--- src/shared/wdlp_cfg.svh ---
// Purpose: constants for the watchdog low-power handling block
// Assumes: 100 MHz CPU clock
// Notes: register offsets are word indices on the plain register port
`ifndef WDLP_CFG_SVH
`define WDLP_CFG_SVH
`define WDLP_REG_CTRL 4'h0
`define WDLP_REG_COUNT 4'h1
`define WDLP_REG_STATUS 4'h2
`define WDLP_REG_MASK 4'h3
`define WDLP_REG_STATE 4'h4
`define WDLP_CTRL_ACT 7
`define WDLP_CTRL_RESET 8'h7F
`define WDLP_DELAY_SHORT 13'h0100
`define WDLP_DELAY_LONG 13'h1000
`define WDLP_ST_WDRST 0
`define WDLP_ST_HALTRST 1
`define WDLP_ST_WAKE 2
`endif

--- src/shared/wdlp_pkg.sv ---
// Purpose: types for the watchdog low-power handling block
// Assumes: nothing
// Notes: state codes are binary
package wdlp_pkg;
   typedef enum logic [2:0] {
      WDLP_RUN = 3'h0,
      WDLP_HALT_ENTRY = 3'h1,
      WDLP_HALT = 3'h2,
      WDLP_AHALT = 3'h3,
      WDLP_WAKE_WAIT = 3'h4
   } wdlp_state_t;
   typedef struct packed {
      logic [3:0] addr;
      logic [7:0] wdata;
      logic wr;
      logic rd;
   } wdlp_bus_t;
endpackage

--- src/rtl/wdlp_top.sv ---
// Purpose: watchdog behaviour across slow, wait, halt and active halt modes
// Assumes: halt, wake and refresh requests are one-cycle pulses synchronous to CLK
// Notes: the halt-reset and hardware-forced options are static straps
// Overview of operation
// - In slow and wait mode the watchdog counts and resets exactly as in run mode.
// - A halt with oscillator interrupt off and halt-reset option clear gives no reset and halts.
// - On entering halt the counter decrements once, then freezes until external interrupt or reset.
// - An external interrupt out of halt restarts counting after 256 or 4096 cycles.
// - A reset out of halt returns the watchdog to its disabled state unless forced on.
// - A halt with oscillator interrupt off and halt-reset option set gives a reset instead.
// - A halt with oscillator interrupt on enters active halt with no reset.
// - In active halt the counter holds its value with no decrement.
// - An oscillator or external interrupt out of active halt restarts counting at once.
// - A reset out of active halt restarts counting after 256 or 4096 cycles.
// - With the hardware-forced option the watchdog is always active, the activate bit unused.
`timescale 1ns/100ps
`include "wdlp_cfg.svh"
module wdlp_top import wdlp_pkg::*; #(
   parameter logic [12:0] SHORT_CYC = `WDLP_DELAY_SHORT,
   parameter logic [12:0] LONG_CYC = `WDLP_DELAY_LONG
) (
   // clock and reset
   input wire logic CLK,
   input wire logic RESET,
   // register port
   input wire logic [3:0] ADDR,
   input wire logic [7:0] WDATA,
   input wire logic WR,
   input wire logic RD,
   output logic [7:0] RDATA,
   // power mode and wake events
   input wire logic HALT_REQ,
   input wire logic EXT_IRQ,
   input wire logic OSC_IRQ,
   input wire logic OSC_IRQ_ENABLE,
   input wire logic SLOW_MODE,
   input wire logic WAIT_MODE,
   // straps
   input wire logic HALT_RESET_OPTION,
   input wire logic HW_WATCHDOG,
   input wire logic LONG_DELAY_SEL,
   // outputs
   output logic RESET_REQ,
   output logic HALTED,
   output logic ACTIVE_HALTED,
   output logic IRQ
);
   wdlp_bus_t bus;
   wdlp_state_t state;
   logic wdg_active;
   logic [6:0] counter;
   logic [2:0] status;
   logic [2:0] mask;
   logic resumed_by_reset;
   logic delay_start;
   logic delay_busy;
   logic delay_done;
   logic running;
   logic wdg_fire;
   logic halt_rst_fire;
   logic wake_ev;
   logic ctrl_write;
   logic timed_out;
   logic [7:0] next_rdata;

   assign bus = '{addr: ADDR, wdata: WDATA, wr: WR, rd: RD};
   assign ctrl_write = bus.wr && bus.addr == `WDLP_REG_CTRL;
   // slow and wait inputs are deliberately unused: counting ignores them
   assign running = (state == WDLP_RUN) && (wdg_active || HW_WATCHDOG);
   // counter holds at the timeout value, so fire only once per timeout
   assign wdg_fire = running && !ctrl_write && counter[6] == 1'b0 && !timed_out;
   assign halt_rst_fire = HALT_REQ && state == WDLP_RUN && !OSC_IRQ_ENABLE
      && HALT_RESET_OPTION;
   assign wake_ev = EXT_IRQ || OSC_IRQ;

   wdlp_delay #(
      .SHORT_CYC(SHORT_CYC),
      .LONG_CYC(LONG_CYC)
   ) u_delay (
      .clk(CLK),
      .reset(RESET),
      .start(delay_start),
      .use_long(LONG_DELAY_SEL),
      .busy(delay_busy),
      .done(delay_done)
   );

   // power state; a reset from active halt is modelled as a pulse on RESET,
   // so the delayed restart after it starts from the post-reset state
   always_ff @(posedge CLK or posedge RESET) begin
      if (RESET) begin
         state <= WDLP_WAKE_WAIT;
         delay_start <= 1'b1;
      end else begin
         delay_start <= 1'b0;
         case (state)
            WDLP_RUN: begin
               if (HALT_REQ && !halt_rst_fire) begin
                  if (OSC_IRQ_ENABLE) begin
                     state <= WDLP_AHALT;
                  end else begin
                     state <= WDLP_HALT_ENTRY;
                  end
               end
            end
            WDLP_HALT_ENTRY: begin
               state <= WDLP_HALT;
            end
            WDLP_HALT: begin
               if (EXT_IRQ) begin
                  state <= WDLP_WAKE_WAIT;
                  delay_start <= 1'b1;
               end
            end
            WDLP_AHALT: begin
               if (wake_ev) begin
                  state <= WDLP_RUN;
               end
            end
            WDLP_WAKE_WAIT: begin
               if (delay_done) begin
                  state <= WDLP_RUN;
               end
            end
            default: begin
               state <= WDLP_RUN;
            end
         endcase
      end
   end

   // set on entry to active halt; cleared by reset or by the next cycle back in run
   always_ff @(posedge CLK or posedge RESET) begin
      if (RESET) begin
         resumed_by_reset <= 1'b0;
      end else if (HALT_REQ && state == WDLP_RUN && OSC_IRQ_ENABLE) begin
         resumed_by_reset <= 1'b1;
      end else if (state == WDLP_RUN) begin
         resumed_by_reset <= 1'b0;
      end
   end

   // activate bit: cleared by reset, so a reset out of halt disables the
   // watchdog unless the strap forces it
   always_ff @(posedge CLK or posedge RESET) begin
      if (RESET) begin
         wdg_active <= 1'b0;
      end else if (ctrl_write && bus.wdata[`WDLP_CTRL_ACT]) begin
         wdg_active <= 1'b1;
      end
   end

   // one reset request per timeout; a refresh re-arms it
   always_ff @(posedge CLK or posedge RESET) begin
      if (RESET) begin
         timed_out <= 1'b0;
      end else if (ctrl_write) begin
         timed_out <= 1'b0;
      end else if (wdg_fire) begin
         timed_out <= 1'b1;
      end
   end

   // counter: bit 6 low means timeout, refresh is a write to the control word
   always_ff @(posedge CLK or posedge RESET) begin
      if (RESET) begin
         counter <= 7'(`WDLP_CTRL_RESET);
      end else if (ctrl_write) begin
         counter <= bus.wdata[6:0];
      end else if (state == WDLP_HALT_ENTRY && (wdg_active || HW_WATCHDOG)) begin
         counter <= counter - 7'h01;
      end else if (running && counter[6]) begin
         counter <= counter - 7'h01;
      end
      // halt, active halt and wake wait hold the value
   end

   always_ff @(posedge CLK or posedge RESET) begin
      if (RESET) begin
         RESET_REQ <= 1'b0;
      end else begin
         RESET_REQ <= wdg_fire || halt_rst_fire;
      end
   end

   always_ff @(posedge CLK or posedge RESET) begin
      if (RESET) begin
         HALTED <= 1'b0;
         ACTIVE_HALTED <= 1'b0;
      end else begin
         // an interrupt during halt entry does not wake, so only halt drops it
         HALTED <= state == WDLP_HALT_ENTRY || (state == WDLP_HALT && !EXT_IRQ);
         ACTIVE_HALTED <= state == WDLP_AHALT && !wake_ev;
      end
   end

   // sticky events: set wins over the read that clears
   always_ff @(posedge CLK or posedge RESET) begin
      if (RESET) begin
         status <= 3'h0;
      end else begin
         status <= ((bus.rd && bus.addr == `WDLP_REG_STATUS) ? 3'h0 : status)
            | {delay_done, halt_rst_fire, wdg_fire};
      end
   end

   always_ff @(posedge CLK or posedge RESET) begin
      if (RESET) begin
         mask <= 3'h0;
      end else if (bus.wr && bus.addr == `WDLP_REG_MASK) begin
         mask <= bus.wdata[2:0];
      end
   end

   always_ff @(posedge CLK or posedge RESET) begin
      if (RESET) begin
         IRQ <= 1'b0;
      end else begin
         IRQ <= |(status & mask);
      end
   end

   always_comb begin
      next_rdata = 8'h00;
      if (bus.addr == `WDLP_REG_CTRL) begin
         next_rdata = {wdg_active || HW_WATCHDOG, counter};
      end else if (bus.addr == `WDLP_REG_COUNT) begin
         next_rdata = {1'b0, counter};
      end else if (bus.addr == `WDLP_REG_STATUS) begin
         next_rdata = {5'h00, status};
      end else if (bus.addr == `WDLP_REG_MASK) begin
         next_rdata = {5'h00, mask};
      end else if (bus.addr == `WDLP_REG_STATE) begin
         next_rdata = {3'h0, resumed_by_reset, delay_busy, state};
      end
   end

   always_ff @(posedge CLK or posedge RESET) begin
      if (RESET) begin
         RDATA <= 8'h00;
      end else if (bus.rd) begin
         RDATA <= next_rdata;
      end else begin
         RDATA <= 8'h00;
      end
   end
endmodule // wdlp_top

--- src/rtl/wdlp_delay.sv ---
// Purpose: restart delay counter for the watchdog after wake-up
// Assumes: start is a one-cycle pulse
// Notes: done pulses once when the chosen count has elapsed
`timescale 1ns/100ps
`include "wdlp_cfg.svh"
module wdlp_delay import wdlp_pkg::*; #(
   parameter logic [12:0] SHORT_CYC = `WDLP_DELAY_SHORT,
   parameter logic [12:0] LONG_CYC = `WDLP_DELAY_LONG
) (
   input wire logic clk,
   input wire logic reset,
   input wire logic start,
   input wire logic use_long,
   output logic busy,
   output logic done
);
   logic [12:0] count;
   always_ff @(posedge clk or posedge reset) begin
      if (reset) begin
         count <= 13'h0000;
         busy <= 1'b0;
         done <= 1'b0;
      end else begin
         done <= 1'b0;
         if (start) begin
            count <= (use_long ? LONG_CYC : SHORT_CYC) - 13'h0001;
            busy <= 1'b1;
         end else if (busy) begin
            if (count == 13'h0001 || count == 13'h0000) begin
               busy <= 1'b0;
               done <= 1'b1;
               count <= 13'h0000;
            end else begin
               count <= count - 13'h0001;
            end
         end
      end
   end
endmodule // wdlp_delay

--- config.mk ---
export PLATFORM = sky130hd
export DESIGN_NAME = wdlp_top
export DESIGN_NICKNAME = d
export VERILOG_FILES = /design/src/shared/wdlp_pkg.sv /design/src/rtl/wdlp_top.sv /design/src/rtl/wdlp_delay.sv
export VERILOG_INCLUDE_DIRS = /design/src /design/src/shared
export SDC_FILE = /design/constraint.sdc
export NUM_CORES = 1
export LEC_CHECK = 0
export BUFFER_PORTS_ARGS = -buffer_cell sky130_fd_sc_hd__clkbuf_2
export CORE_ASPECT_RATIO = 0.7
export CORE_MARGIN = 2
export CORE_UTILIZATION = 50
export DETAILED_ROUTE_END_ITERATION = 8
export GPL_TIMING_DRIVEN = 1
export MAX_ROUTING_LAYER = met4
export PLACE_DENSITY = 0.71
export SYNTH_ARGS = -nofsm -noshare
export SYNTH_HDL_FRONTEND = slang
export SYNTH_HIERARCHICAL = 1
export SYNTH_SLANG_ARGS = --single-unit
export TNS_END_PERCENT = 100
--- constraint.sdc ---
create_clock -name CLK -period 3.3 [get_ports CLK]
set_input_delay 0.66 -clock CLK [delete_from_list [all_inputs] [get_ports CLK]]
set_output_delay 0.66 -clock CLK [all_outputs]
set_load 0.005 [all_outputs]
==> impl_metrics.json <==
{
  "ant_nets": 0,
  "outcome": "complete, no violations",
  "fin_crit_sh_pct": 63.92,
  "synth_nets": 279,
  "antenna_cells": 0,
  "leakage_nw": 1.203,
  "hold_viol_final": 0,
  "core_area_mm2": 0.004756,
  "avgViaCountPerCell": 5.721,
  "tightestPinTransition_ns": 1.053,
  "start_util_pct": 51.64,
  "htreeDepth": 2,
  "netlist_area_mm2": 0.002456,
  "fin_cells": 351,
  "critPathArrivalTime_ns": 2.29,
  "wl_per_cell_um": 14.65,
  "finalNetCount": 309,
  "drc": 0,
  "ys.flop_type": "dfrtp_1",
  "cp.required_ns": 3.48,
  "tritoncts": "yes",
  "maxCapViolCount": 0,
  "dp_hpwl_um": 3816,
  "worstReg2RegStart": "u_delay/count[2]",
  "grt_pass1_vias": 1758,
  "dpl.cell_count": 343,
  "synth-seq-cells": 47,
  "root_buffer": "clkbuf_8",
  "synthArstFlopShare_pct": 100.0,
  "dr.pass1.iters": 5,
  "min_period_ns": 2.110,
  "yosys.area.top_type": "dfrtp_1",
  "drt_iter0_drc": 224,
  "vdd_ir_drop_max_uv": 447.4,
  "ioPinCount": 37,
  "port_buffers": 34,
  "cp-start-kind": "register",
  "cts_resized": 0,
  "vias": 2008,
  "fp.dieH_um": 62.64,
  "routed_wl_um": 5142,
  "crit_path_end_kind": "register",
  "clk_pin_slew_worst_paths_ns": 0.08,
  "cts.sinks": 47,
  "rows": 21,
  "insertion_delay_ns": 0.29,
  "synth_commonest_cells": "38 x dfrtp_1, 22 x nand2_1, 19 x nor2_1, 14 x a21oi_1, 14 x inv_1",
  "max_freq_mhz": 474.0,
  "post_cts_buffers": 0,
  "synth.most_common_cell": "dfrtp_1",
  "area_delta_synth_final_pct": 12.23,
  "critical_path_peak_fanout": 7,
  "grt_pass1_wl_um": 8597,
  "avgSynthCellArea_um2": 9.785,
  "power.density_mw_per_mm2": 729.1,
  "cts_made_buffers": 5,
  "slew-limit-headroom_pct": 29.72,
  "ys_warn_count": 6,
  "synth_edf_count": 0,
  "path_class": "register to register",
  "finalMaxSlewViolations": 0,
  "dieWidth_um": 87.77,
  "postCtsHoldBufs": 0,
  "fin_skew_ns": 0.005979,
  "grt_overflow": 0,
  "hp-class": "primary input to asynchronous set/reset pin",
  "yosysSeqAreaShare_pct": 48.34,
  "ys_types": 59,
  "finalSetupViolations": 0,
  "reg2reg_depth": 4,
  "grt_usage_pct": 20.78,
  "clk_path_buf_depth": 2,
  "reg2reg_slack_ns": 1.19,
  "die-area_mm2": 0.005498,
  "grt_max_degree": 30,
  "place_congestion": 0.9126,
  "rr_endpoint": "u_delay/count[6]",
  "drive_gt1_share_pct": 24.11,
  "fin_setup_tns_ns": 0,
  "postSynthCellCount": 251,
  "rsz0062_at_grt": "false",
  "antenna_found_initial": 0,
  "yosysTopAreaCellShare_pct": 38.72,
  "synth_area_leaders": "dfrtp_1 39%, dfstp_2 9.6%, nand2_1 3.4%"
}
## state kept, by name (all words and copies together), names as in the netlist, 3 cells and up
register	count
RDATA	8
state	3
mask	3
counter	7
status	3
u_delay/count	13
## layout make-up
type	instances	area, um2
clock inverters	2	35.03
inverters	14	52.55
repair buffers	36	185.2
fillers	405	1999
well taps	69	86.33
multi-input cells	177	1127
flip-flops and latches	47	1187
clock buffers	6	82.58
## worst max-delay path: stages, from the launching register on
cell	delay (ns)
dfrtp_1	0.44
or4_4	0.61
nor4_4	0.49
o21ai_1	0.14
a211o_1	0.31
## worst max path at each step
stage                             end  slack, ns              from
floorplan           u_delay/count[10]       1.31  u_delay/count[6]
global placement     u_delay/count[6]       1.22  u_delay/count[2]
detailed placement   u_delay/count[6]       1.23  u_delay/count[2]
CTS                  u_delay/count[6]       1.21  u_delay/count[2]
global route         u_delay/count[6]       1.14  u_delay/count[2]
finish               u_delay/count[6]       1.19  u_delay/count[2]
## routing by layer
metal	part of all wire (%)	GRT usage (%)	vias up
met5	0	-	-
met4	0.78	5.192	0
met3	7.4	4.624	6
met2	39	25.95	80
met1	52	33.56	960
li1	-	-	962
## per-stage QoR
stage / instance area [um2] / util, % / hold WS [ns] / power, mW / setup slack, ns
3_5_place_dp: 2639 / 55.49 / 0.4516 / 1.577 / 1.227
4_1_cts: 2756 / 57.96 / 0.4262 / 2.012 / 1.205
5_1_grt: 2756 / 57.96 / 0.4662 / 2.155 / 1.137
6_report: 2756 / 57.96 / 0.4022 / 2.010 / 1.190
3_3_place_gp: 2639 / 55.49 / 0.4402 / 1.558 / 1.217
2_1_floorplan: 2456 / - / 0.4208 / 1.411 / 1.311
## cell families after synthesis
family                   share of synthesized area (%)
AND/OR/NAND/NOR                                  24.66
adder cells (fa/ha/maj)                          1.528
flip-flops                                       48.34
XOR/XNOR                                         1.427
buffers and inverters                            5.756
multiplexers                                     3.107
AO/OA/AOI/OAI                                    15.18
## placed cells by master (no fill, tap or decap), types with 3 or more instances in the layout
cell type / instances
a211o_1: 4
a21oi_1: 14
and3_1: 4
clkbuf_2: 34
clkbuf_8: 6
dfrtp_1: 38
dfstp_2: 9
ha_1: 3
inv_1: 14
mux2_2: 5
nand2_1: 22
nand2b_1: 5
nand3_1: 9
nand4_1: 7
nor2_1: 19
nor3_1: 12
nor3b_1: 3
nor4_1: 3
o21ai_0: 9
o31ai_1: 6
or4_4: 3
xor2_1: 3
## power breakdown
group / internal (mW) / total, mW / switching [mW]
logic: 0.254 / 0.557 / 0.303
clock network: 0.245 / 0.425 / 0.180
registers: 0.792 / 1.03 / 0.236
No activity file was read; power rests on OpenSTA's default activity.
